**src/rtl/bpc_pkg.sv**
```systemverilog
// package for the block-protection command host controller
package bpc_pkg;
    // ********************************
    // device command words and addresses
    // ********************************
    localparam logic [15:0] ADR_UNLOCK1  = 16'h0555;
    localparam logic [15:0] ADR_UNLOCK2  = 16'h02aa;
    localparam logic [15:0] DAT_UNLOCK1  = 16'h00aa;
    localparam logic [15:0] DAT_UNLOCK2  = 16'h0055;
    localparam logic [7:0]  SET_LOCKREG  = 8'h40;
    localparam logic [7:0]  SET_PASSWORD = 8'h60;
    localparam logic [7:0]  SET_NVBITS   = 8'hc0;
    localparam logic [7:0]  SET_LOCKBIT  = 8'h50;
    localparam logic [7:0]  SET_VOLBITS  = 8'he0;
    localparam logic [7:0]  SET_EXTBLOCK = 8'h88;
    localparam logic [15:0] DAT_PROGRAM  = 16'h00a0;
    localparam logic [15:0] DAT_EXIT1    = 16'h0090;
    localparam logic [15:0] DAT_EXIT2    = 16'h0000;
    localparam logic [15:0] DAT_CLRALL1  = 16'h0080;
    localparam logic [15:0] DAT_CLRALL2  = 16'h0030;
    localparam logic [15:0] DAT_PROTECT  = 16'h0000;
    localparam logic [15:0] DAT_UNPROT   = 16'h0001;
    localparam logic [15:0] DAT_UNLK1    = 16'h0025;
    localparam logic [15:0] DAT_UNLK2    = 16'h0003;
    localparam logic [15:0] DAT_UNLK_END = 16'h0029;
    localparam logic [15:0] ADR_ZERO     = 16'h0000;
    // ********************************
    // apb register map (word aligned)
    // ********************************
    localparam logic [7:0] OFF_CTRL   = 8'h00;
    localparam logic [7:0] OFF_ADDR   = 8'h04;
    localparam logic [7:0] OFF_WDATA  = 8'h08;
    localparam logic [7:0] OFF_STATUS = 8'h0c;
    localparam logic [7:0] OFF_RDATA  = 8'h10;
    localparam logic [7:0] OFF_PW0    = 8'h14;
    localparam logic [31:0] CTRL_RESET = 32'h0000_0000;
    // control opcodes written to ctrl[3:0]
    localparam logic [3:0] OP_ENTER  = 4'h1;  // ctrl[15:8] holds set code
    localparam logic [3:0] OP_PROG   = 4'h2;  // a0 then addr/wdata
    localparam logic [3:0] OP_READ   = 4'h3;  // one bus read at addr
    localparam logic [3:0] OP_EXIT   = 4'h4;
    localparam logic [3:0] OP_CLRALL = 4'h5;
    localparam logic [3:0] OP_UNLOCK = 4'h6;
    localparam logic [3:0] OP_RAW_WR = 4'h7;  // single write cycle
    // ********************************
    // timing
    // ********************************
    localparam int CLK_MHZ        = 250;
    localparam int UNLOCK_GAP_US  = 6;
    localparam int UNLOCK_GAP_CYC = UNLOCK_GAP_US * CLK_MHZ;
    localparam int STROBE_CYC     = 8;  // strobe low width per cycle
    localparam int IDLE_CYC       = 4;  // recovery between cycles
    localparam int CNT_W          = 16;
    localparam int SEQ_MAX        = 7;
endpackage : bpc_pkg

```
**src/rtl/bpc_host.sv**
```systemverilog
// host controller issuing block-protection command sequences to a parallel flash
`timescale 1ns/10ps
`default_nettype none
module bpc_host
    import bpc_pkg::*;
#(
    parameter int UNLOCK_GAP = UNLOCK_GAP_CYC
) (
    input  wire logic        pclk,
    input  wire logic        presetn,
    input  wire logic        psel,
    input  wire logic        penable,
    input  wire logic        pwrite,
    input  wire logic [7:0]  paddr,
    input  wire logic [31:0] pwdata,
    output logic      [31:0] prdata,
    output logic             pready,
    output logic             pslverr,
    output logic      [25:0] flash_addr,
    output logic      [15:0] flash_dq_out,
    output logic             flash_dq_oe,
    input  wire logic [15:0] flash_dq_in,
    output logic             flash_ce_n,
    output logic             flash_we_n,
    output logic             flash_oe_n
);
    import bpc_pkg::*;

    typedef enum logic [3:0] {
        ST_IDLE   = 4'b0001,
        ST_SETUP  = 4'b0010,
        ST_STROBE = 4'b0100,
        ST_GAP    = 4'b1000
    } bpc_state_t;

    // ************************
    // state
    // ************************
    bpc_state_t  state_q;
    logic [31:0] ctrl_q, addr_q, wdata_q;
    logic [15:0] rdata_q;
    logic [15:0] pw_q [4];
    logic [2:0]  step_q, nsteps_q;
    logic [CNT_W-1:0] cnt_q;
    logic [CNT_W-1:0] gap_q;
    logic        busy_q, refused_q;
    logic        cyc_rd;
    logic [25:0] cyc_a;
    logic [15:0] cyc_d;

    // per-step address/data/direction of the current operation
    function automatic logic [42:0] seq_step(input logic [3:0] op, input logic [2:0] st,
                                            input logic [31:0] a, input logic [15:0] d,
                                            input logic [7:0] code, input logic [15:0] pw [4]);
        logic [42:0] r;
        r = {1'b0, 26'h0, 16'h0};
        case (op)
            OP_ENTER: begin
                if (st == 3'd0) r = {1'b0, 10'h0, ADR_UNLOCK1, DAT_UNLOCK1};
                else if (st == 3'd1) r = {1'b0, 10'h0, ADR_UNLOCK2, DAT_UNLOCK2};
                else r = {1'b0, 10'h0, ADR_UNLOCK1, 8'h00, code};
            end
            OP_PROG: begin
                if (st == 3'd0) r = {1'b0, 26'h0, DAT_PROGRAM};
                else r = {1'b0, a[25:0], d};
            end
            OP_READ:   r = {1'b1, a[25:0], 16'h0};
            OP_EXIT:   r = (st == 3'd0) ? {1'b0, 26'h0, DAT_EXIT1} : {1'b0, 26'h0, DAT_EXIT2};
            OP_CLRALL: r = (st == 3'd0) ? {1'b0, 26'h0, DAT_CLRALL1} : {1'b0, 10'h0, ADR_ZERO, DAT_CLRALL2};
            OP_UNLOCK: begin
                if (st == 3'd0) r = {1'b0, 26'h0, DAT_UNLK1};
                else if (st == 3'd1) r = {1'b0, 26'h0, DAT_UNLK2};
                else if (st == 3'd6) r = {1'b0, 26'h0, DAT_UNLK_END};
                else r = {1'b0, 24'h0, 2'(st - 3'd2), pw[2'(st - 3'd2)]};
            end
            default:   r = {1'b0, a[25:0], d};
        endcase
        return r;
    endfunction : seq_step

    function automatic logic [2:0] op_len(input logic [3:0] op);
        case (op)
            OP_ENTER:  return 3'd3;
            OP_READ:   return 3'd1;
            OP_RAW_WR: return 3'd1;
            OP_UNLOCK: return 3'd7;
            default:   return 3'd2;
        endcase
    endfunction : op_len

    // password word window; write decode and read mux must agree on it
    function automatic logic pw_hit(input logic [7:0] a);
        return (a >= OFF_PW0) && (a < OFF_PW0 + 8'h10);
    endfunction : pw_hit

    assign {cyc_rd, cyc_a, cyc_d} = seq_step(ctrl_q[3:0], step_q, addr_q, wdata_q[15:0], ctrl_q[15:8], pw_q);

    // ************************
    // apb slave, zero wait state
    // ************************
    wire wr_en = psel && penable && pwrite;
    wire start = wr_en && paddr == OFF_CTRL && !busy_q;
    wire unlock_early = (pwdata[3:0] == OP_UNLOCK) && (gap_q != '0);
    assign pready  = 1'b1;
    assign pslverr = 1'b0;

    // register writes; go is refused while busy, and an unlock go is refused too soon after an unlock
    always_ff @(posedge pclk or negedge presetn) begin
        if (!presetn) begin
            ctrl_q    <= CTRL_RESET;
            addr_q    <= 32'h0;
            wdata_q   <= 32'h0;
            refused_q <= 1'b0;
            for (int i = 0; i < 4; i++) pw_q[i] <= 16'hffff;
        end else if (wr_en) begin
            if (paddr == OFF_CTRL) begin
                if (start && !unlock_early) ctrl_q <= pwdata;
                refused_q <= !start || unlock_early;
            end else if (paddr == OFF_ADDR) addr_q <= pwdata;
            else if (paddr == OFF_WDATA) wdata_q <= pwdata;
            else if (pw_hit(paddr)) pw_q[paddr[3:2] - 2'd1] <= pwdata[15:0];
        end
    end

    // read mux
    always_comb begin
        prdata = 32'h0;
        if (paddr == OFF_CTRL) prdata = ctrl_q;
        else if (paddr == OFF_ADDR) prdata = addr_q;
        else if (paddr == OFF_WDATA) prdata = wdata_q;
        else if (paddr == OFF_STATUS) prdata = {29'h0, gap_q != '0, refused_q, busy_q};
        else if (paddr == OFF_RDATA) prdata = {16'h0, rdata_q};
        else if (pw_hit(paddr)) prdata = {16'h0, pw_q[paddr[3:2] - 2'd1]};
    end

    // ************************
    // bus cycle sequencer
    // ************************
    always_ff @(posedge pclk or negedge presetn) begin
        if (!presetn) begin
            state_q  <= ST_IDLE;
            busy_q   <= 1'b0;
            step_q   <= 3'd0;
            nsteps_q <= 3'd0;
            cnt_q    <= '0;
        end else begin
            case (state_q)
                ST_IDLE: if (start && !unlock_early && pwdata[3:0] != 4'h0) begin
                    busy_q   <= 1'b1;
                    step_q   <= 3'd0;
                    nsteps_q <= op_len(pwdata[3:0]);
                    state_q  <= ST_SETUP;
                end
                ST_SETUP: begin
                    cnt_q   <= CNT_W'(STROBE_CYC);
                    state_q <= ST_STROBE;
                end
                ST_STROBE: if (cnt_q == 1) begin
                    cnt_q   <= CNT_W'(IDLE_CYC);
                    state_q <= ST_GAP;
                end else cnt_q <= cnt_q - 1'b1;
                ST_GAP: if (cnt_q == 1) begin
                    if (step_q + 3'd1 == nsteps_q) begin
                        busy_q  <= 1'b0;
                        state_q <= ST_IDLE;
                    end else begin
                        step_q  <= step_q + 3'd1;
                        state_q <= ST_SETUP;
                    end
                end else cnt_q <= cnt_q - 1'b1;
                default: state_q <= ST_IDLE;
            endcase
        end
    end

    // unlock spacing timer restarts at each unlock issue
    always_ff @(posedge pclk or negedge presetn) begin
        if (!presetn) gap_q <= '0;
        else if (start && !unlock_early && pwdata[3:0] == OP_UNLOCK) gap_q <= CNT_W'(UNLOCK_GAP);
        else if (gap_q != '0) gap_q <= gap_q - 1'b1;
    end

    // read data captured at end of strobe
    always_ff @(posedge pclk or negedge presetn) begin
        if (!presetn) rdata_q <= 16'h0;
        else if (state_q == ST_STROBE && cnt_q == 1 && cyc_rd) rdata_q <= flash_dq_in;
    end

    // pins registered from sequencer state
    always_ff @(posedge pclk or negedge presetn) begin
        if (!presetn) begin
            flash_addr   <= 26'h0;
            flash_dq_out <= 16'h0;
            flash_dq_oe  <= 1'b0;
            flash_ce_n   <= 1'b1;
            flash_we_n   <= 1'b1;
            flash_oe_n   <= 1'b1;
        end else begin
            flash_addr   <= cyc_a;
            flash_dq_out <= cyc_d;
            flash_dq_oe  <= (state_q != ST_IDLE) && !cyc_rd && state_q != ST_GAP;
            flash_ce_n   <= !(state_q == ST_SETUP || state_q == ST_STROBE);
            flash_we_n   <= !(state_q == ST_STROBE && !cyc_rd);
            flash_oe_n   <= !(state_q == ST_STROBE && cyc_rd);
        end
    end

    // ************************
    // checks
    // ************************
    chk_no_both_strobes: assert property (@(posedge pclk) disable iff (!presetn)
        !(!flash_we_n && !flash_oe_n)) else $error("we and oe low together");
    chk_ce_with_strobe: assert property (@(posedge pclk) disable iff (!presetn)
        (!flash_we_n || !flash_oe_n) |-> !flash_ce_n) else $error("strobe without ce");
    chk_unlock_spacing: assert property (@(posedge pclk) disable iff (!presetn)
        (start && pwdata[3:0] == OP_UNLOCK && gap_q != '0) |=> ctrl_q == $past(ctrl_q))
        else $error("early unlock accepted");
    chk_read_no_drive: assert property (@(posedge pclk) disable iff (!presetn)
        !flash_oe_n |-> !flash_dq_oe) else $error("driving dq during read");
    chk_drive_on_write: assert property (@(posedge pclk) disable iff (!presetn)
        !flash_we_n |-> flash_dq_oe) else $error("dq not driven during write");
    chk_busy_ends: assert property (@(posedge pclk) disable iff (!presetn)
        $rose(busy_q) |-> ##[1:200] !busy_q) else $error("sequence stuck");
    chk_enter_first: assert property (@(posedge pclk) disable iff (!presetn)
        ($rose(busy_q) && ctrl_q[3:0] == OP_ENTER) |-> ##2 flash_addr[15:0] == ADR_UNLOCK1)
        else $error("entry not at 555");
    chk_upper_zero: assert property (@(posedge pclk) disable iff (!presetn)
        (!flash_we_n && ctrl_q[3:0] == OP_EXIT) |-> flash_dq_out[15:8] == 8'h00)
        else $error("upper byte set");
    chk_gap_load: assert property (@(posedge pclk) disable iff (!presetn)
        (start && !unlock_early && pwdata[3:0] == OP_UNLOCK) |=> gap_q == CNT_W'(UNLOCK_GAP))
        else $error("gap timer not loaded");
    cov_enter: cover property (@(posedge pclk) $rose(busy_q) && ctrl_q[3:0] == OP_ENTER);
    cov_unlock: cover property (@(posedge pclk) $rose(busy_q) && ctrl_q[3:0] == OP_UNLOCK);
    cov_read: cover property (@(posedge pclk) $rose(flash_oe_n));
    cov_refused: cover property (@(posedge pclk) $rose(refused_q));
endmodule : bpc_host
`default_nettype wire

```
**config.mk**
```make
export PLATFORM = sky130hd
export DESIGN_NAME = bpc_host
export DESIGN_NICKNAME = d
export VERILOG_FILES = /design/src/rtl/bpc_pkg.sv /design/src/rtl/bpc_host.sv
export SDC_FILE = /design/constraint.sdc
export NUM_CORES = 1
export LEC_CHECK = 0
export BUFFER_PORTS_ARGS = -buffer_cell sky130_fd_sc_hd__buf_2
export CORE_UTILIZATION = 45
export DETAILED_ROUTE_END_ITERATION = 16
export PLACE_DENSITY_LB_ADDON = 0.1
export SLEW_MARGIN = 20
export SYNTH_ARGS = -nofsm -noshare
export SYNTH_HDL_FRONTEND = slang
export SYNTH_SLANG_ARGS = --single-unit
```
**constraint.sdc**
```tcl
create_clock -name pclk -period 10.2 [get_ports pclk]
set_input_delay 2.55 -clock pclk [delete_from_list [all_inputs] [get_ports pclk]]
set_output_delay 2.55 -clock pclk [all_outputs]
set_load 0.01 [all_outputs]
```
After elaboration in Yosys (flattened, before gate mapping)
Index checks and enable logic that the tools add are counted.
{ "totals": {"regBits": 266, "inputBits": 61, "output_inout_bits": 80, "wordCells": 152} }
{ "op_classes": {"addsub": 5, "order_cmp": 5, "n_eq_ne": 30, "muxes": 43, "n_bitwise": 5, "reduce_logical": 43} }
{ "op_table": {"columns": ["op", "count"], "rows": [
  ["$pmux W43 S6", 1],
  ["$mux W16", 12],
  ["$mux W32", 3],
  ["$bmux W16 S2", 2],
  ["$bwmux W64", 1],
  ["$mux W18", 3],
  ["$pmux W16 S3", 1],
  ["$mux W43", 1],
  ["$mux W42", 1],
  ["$demux W16 S2", 1],
  ["$sub A16 B1 Y16 const B", 2],
  ["$mux W27", 1],
  ["$eq A4 B3 Y1 const B", 6],
  ["$eq A16 B1 Y1 const B", 1],
  ["$eq A4 B2 Y1 const B", 4],
  ["$eq A8 B4 Y1 const B", 2],
  ["$logic_and A1 B1 Y1", 16],
  ["$mux W8", 2],
  ["$pmux W4 S4", 1],
  ["$reduce_bool A16 Y1", 1],
  ["$eq A4 B1 Y1 const B", 3],
  ["$mux W4", 3],
  ["$ne A2 B2 Y1 const B", 6],
  ["$reduce_and A4 Y1", 3],
  ["other kinds (34)", 54]
]} }

Logic depth before layout (Yosys ltp)
{ "logic_depth": {"ltp_word": 12, "depth_mapped": 11, "ltp_nobuf": 7} }

Worst setup path after synthesis
No wires, ideal clock.
{ "synth_path": {"path_kind": "input port to output port", "startpoint": "in paddr[2]", "endpoint": "out prdata[22]", "arrival_ns": 5.012, "required_time_ns": 7.650, "path_slack_ns": 2.638, "stages": 11, "path_buffers": 5, "path_cell_list": "buf_2 -> buf_1 -> inv_1 -> ha_1 -> clkbuf_1 -> or4b_1 -> nor2_2 -> clkbuf_1 -> buf_1 -> a221oi_1 -> nor2_1"} }
{ "synth_via": {"elab_chain_cells": 4, "word_cells_on_any_way": 6, "cone_classes": "2 x eq/ne; 3 x mux; 1 x reduce/logical"} }
{ "synth_rtl": {"columns": ["element", "line_no", "rtl"], "rows": [
  ["start: declaration", "bpc_host.sv:14", "input wire logic [7:0] paddr,"],
  ["$eq A8 B4 Y1", "bpc_host.sv:130", "else if (paddr == OFF_WDATA) prdata = wdata_q;"],
  ["$mux W32", "bpc_host.sv:130", null],
  ["$mux W32", "bpc_host.sv:129", "else if (paddr == OFF_ADDR) prdata = addr_q;"],
  ["$mux W32 *", "bpc_host.sv:128", "if (paddr == OFF_CTRL) prdata = ctrl_q;"],
  ["end: declaration", "bpc_host.sv:16", "output logic [31:0] prdata,"]
]} }
Mark *: on every way between the ends. The rest lies on a longest branch, timed or not.

Worst setup path after layout
{ "layout_path": {"startpoint": "in paddr[2]", "endpoint": "out prdata[2]"} }
{ "layout_via": {"elab_chain_cells": 11, "word_cells_on_any_way": 19, "cone_classes": "1 x add/sub; 2 x order compare; 4 x eq/ne; 9 x mux; 1 x bitwise; 2 x reduce/logical"} }
{ "layout_rtl": {"columns": ["element", "line_no", "rtl"], "rows": [
  ["$sub A2 B1 Y2", "bpc_host.sv:133", "else if (pw_hit(paddr)) prdata = {16'h0, pw_q[paddr[3:2] - 2'd1]};"],
  ["$not A2 Y3 (not written as such)", "bpc_host.sv:133", null],
  ["$bmux W16 S2", "bpc_host.sv:133", null],
  ["$mux W16 (not written as such) (2 in series)", "bpc_host.sv:133", null],
  ["$mux W16", "bpc_host.sv:133", null],
  ["$mux W16", "bpc_host.sv:132", "else if (paddr == OFF_RDATA) prdata = {16'h0, rdata_q};"],
  ["$mux W16", "bpc_host.sv:131", "else if (paddr == OFF_STATUS) prdata = {29'h0, gap_q != '0, refused_q, busy_q};"],
  ["$mux W32", "bpc_host.sv:130", null],
  ["$mux W32", "bpc_host.sv:129", null],
  ["$mux W32 *", "bpc_host.sv:128", null]
]} }
Mark *: on every way between the ends. The rest lies on a longest branch, timed or not. The select of a mux whose other input is x is not followed.

==> summary.md <==
| Metric | Value |
|---|---|
| Via Count | `8922` |
| Post-CTS Setup Bufs | `0` |
| Worst Path Max Fanout | `19` |
| Core Box Area | `27710 sq um` |
| Clock Path Buffers | `3` |
| Yosys cell types | `70` |
| CTS tree | `built` |
| Critical path class | `primary input to primary output` |
| CP cell instances | `buf_2 -> inv_1 -> ha_1 -> nor3b_1 -> o21a_1 -> a22oi_1 -> a32oi_1 -> buf_2` |
| Vias in the first global route | `8859` |
| Warnings from Yosys | `0` |
| Setup_tns | `0 ns` |
| Cts hold-fix bufs | `0` |
| Initial antenna violation count | `1` |
| GP Congestion | `0.8792` |
| Total gr overflow | `0` |
| Hold Vio Cnt, Final | `0` |
| HPWL Detailed | `21520 microns` |
| Worst hold margin | `0.4736 ns` |
| Design Power | `2.500 mW` |
| Kind of start point of the critical path | `primary input` |
| Die Ht | `~170 microns` |
| Chip width | `around 170 microns` |
| Final core occ | `a little over half` |
| Setup ws final | `around 2.2 ns` |
| Total Routing Usage GR | `a little under a quarter` |
| Multi-input gate area | `5607 sq um` |
| Syn_area_per_cell | `12.42 sq um` |
| Syn nets | `1090` |
| Clock skew | `0.005708 ns` |
| Fraction of the yosys area taken by sequential cells | `about 53%` |
| Final setup viols | `0` |
| Slew margin rel. | `27.75%` |
| IO Port Bufs | `138` |
| Post-synth EDFFs | `0` |
| CP required | `roughly 7.7 ns` |
| Synth async-reset ratio | `between 90% and 100%` |
| Final nets | `1215` |
| Worst EP arrival | `5.46 ns` |
| Slowest cell on the critical path | `o21a_1` |
| Slowest cell delay on critical path | `0.77 ns` |
| Fmax | `0.1249 GHz` |
| Clock sinks | `266` |
| Pwr Density | `168.7 nW/um^2` |
| Non-Filler Instances | `1547` |
| Placed insts | `1489` |
| Critical Path End Type | `primary output` |
| Initial Util | `45.65%` |
| Max cap viols | `0` |
| Largest net degree at the start of global routing | `approximately 160` |
| Vias per inst | `around 5.8` |
| Hold WC Path Type | `flop to flop` |
| CP most frequent cell | `buf_2` |
| Area grow syn2layout | `17.18%` |
| Static leakage | `7.254 nW` |
| Placed Instance Area | `13730 sq um` |
| Post-synthesis cell count | `1018` |
| Initial drt markers | `a little under 700` |
| Synth Register Bits | `266` |
| H-tree levels | `1` |
| Worst Reg-to-Reg Cells | `7` |
| Outcome | `completed` |
| DR DRC count | `0` |
| DRT Pass-1 Iters | `7` |
| Worst Hold Depth | `1` |
| Synth Flop Type | `dfrtp_1` |
| Die area | `28780 sq um` |
| Max-slew violations | `0` |
| Clk Tree Root Cell | `clkbuf_16` |
| Worst slack, placed | `2.165 ns` |
| CTS buffer count | `30` |
| Mapped Area | `12650 sq um` |
| FF/Latch Area | `6741 sq um` |
| Post-Route WL | `roughly 34000 microns` |
| Post-Layout Inst Area | `14820 sq um` |
| Period utilisation layout | `78.50%` |
| First-pass GRT wire length | `52080 microns` |
| Worst skew pair latency | `~0.56 ns` |
| CTS clk-pin slew, worst paths | `approximately 0.06 ns` |
| Worst-Margin Slew | `1.084 ns` |
| Routed len/inst | `21.73 microns` |
| Routed Antenna Nets | `0` |
| Unrepaired setup endpoints after global routing | `false` |
| Number of fill cells | `2460` |
| Worst VDD drop | `0.1234 mV` |
| # IOs | `141` |
| Row Count | `61` |
| Layout cell share with drive strength beyond 1 | `43.79%` |
| Tmin final | `roughly 8.0 ns` |
| CTS resizes | `0` |
==> layout make-up <==
cell class              instances  area share [%]
inverters                      14          0.3546
multi-input cells             673           37.83
clock inverters                22           1.840
well taps                     378           3.191
diodes                          2         0.03377
flip-flops and latches        266           45.49
clock buffers                  34           5.437
repair buffers                158           5.825
==> critical path, delay by kind of cell <==
kind	cells	cell delay (ns)
adders and majority gates	1	0.34
and+or+nand+nor	1	0.28
AOI/OAI and AO/OA	3	1.34
buffers and inverters	3	0.92
==> kinds of logic (layout without fill, tap and decap cells) <==
family	after synthesis	count (layout)	share of synthesized area, %
compound gates	183	183	10.04
xor+xnor	14	14	1.078
fa+ha+maj	11	11	1.088
buf+inv	79	228	2.562
flops	266	266	53.30
mux	211	211	21.62
other cells	2	4	0.05938
simple gates	252	252	10.25
==> worst paths after layout <==
check,slack (ns),start,end
worst max-delay path,2.19,paddr[2],prdata[2]
worst min-delay path,0.47,gap_q[15],gap_q[15]
worst max register to register,7.08,step_q[0],flash_addr[0]
worst min register to register,0.47,gap_q[15],gap_q[15]
max in group asynchronous,6.73,presetn,flash_dq_out[13]
min in group asynchronous,2.05,presetn,cnt_q[4]
==> sequential cells by signal, summed over array words and instances, names as in the netlist <==
signal,flops
addr_q,32
busy_q,1
cnt_q,16
ctrl_q,32
flash_addr,26
flash_ce_n,1
flash_dq_oe,1
flash_dq_out,16
flash_oe_n,1
flash_we_n,1
gap_q,16
nsteps_q,3
pw_q,64
rdata_q,16
refused_q,1
state_q,4
step_q,3
wdata_q,32
==> Yosys cell counts, types with 5 or more instances <==
| master | number | area share (%) |
|---|---|---|
| dfrtp_1 | 198 | 39 |
| mux2_2 | 176 | 16 |
| nor2_1 | 89 | 2.6 |
| dfstp_2 | 68 | 14 |
| nand2_1 | 44 | 1.3 |
| clkbuf_1 | 43 | 1.3 |
| a21oi_1 | 35 | 1.4 |
| mux4_2 | 32 | 5.7 |
| o21ai_0 | 29 | 1.1 |
| a22oi_1 | 26 | 1.5 |
| a221oi_1 | 18 | 1.2 |
| and2_1 | 18 | 0.89 |
| a31oi_1 | 16 | 0.79 |
| buf_2 | 16 | 0.63 |
| inv_1 | 14 | 0.42 |
| or3_1 | 14 | 0.69 |
| ha_1 | 11 | 1.1 |
| nand2b_1 | 11 | 0.54 |
| nor3_1 | 10 | 0.40 |
| nand3_1 | 9 | 0.36 |
| xor2_1 | 9 | 0.62 |
| a22o_1 | 8 | 0.55 |
| nor2b_1 | 8 | 0.40 |
| o31ai_1 | 8 | 0.47 |
| or4_1 | 8 | 0.47 |
| a21o_1 | 6 | 0.36 |
| nand4_1 | 6 | 0.30 |
| nor4_1 | 5 | 0.25 |
| o211ai_1 | 5 | 0.30 |
==> power breakdown <==
part | internal (mW) | total [mW] | switching (mW)
logic | 0.0841 | 0.202 | 0.118
registers | 1.11 | 1.14 | 0.0339
clock network | 0.697 | 1.15 | 0.457
==> cells in the final DEF, fill, tap and decap left out, types with 9 or more instances in the layout <==
| cell | count |
|---|---|
| dfrtp_1 | 198 |
| mux2_2 | 176 |
| buf_2 | 137 |
| nor2_1 | 88 |
| dfstp_2 | 68 |
| nand2_1 | 44 |
| a21oi_1 | 35 |
| mux4_2 | 32 |
| clkbuf_16 | 30 |
| o21ai_0 | 29 |
| a22oi_1 | 26 |
| buf_4 | 19 |
| and2_1 | 18 |
| a221oi_1 | 18 |
| a31oi_1 | 16 |
| inv_1 | 14 |
| or3_1 | 14 |
| nand2b_1 | 11 |
| ha_1 | 11 |
| nand3_1 | 9 |
| nor3_1 | 9 |
| xor2_1 | 9 |
==> layer usage <==
metal	global-route usage (%)	vias up	wire length, microns
met2	37.13	261	15540
met1	34.21	4571	15350
met3	3.638	49	1929
met4	7.168	0	795
li1	-	4041	-
met5	0	-	0
Note: power is estimated with default switching activity, not from simulation.
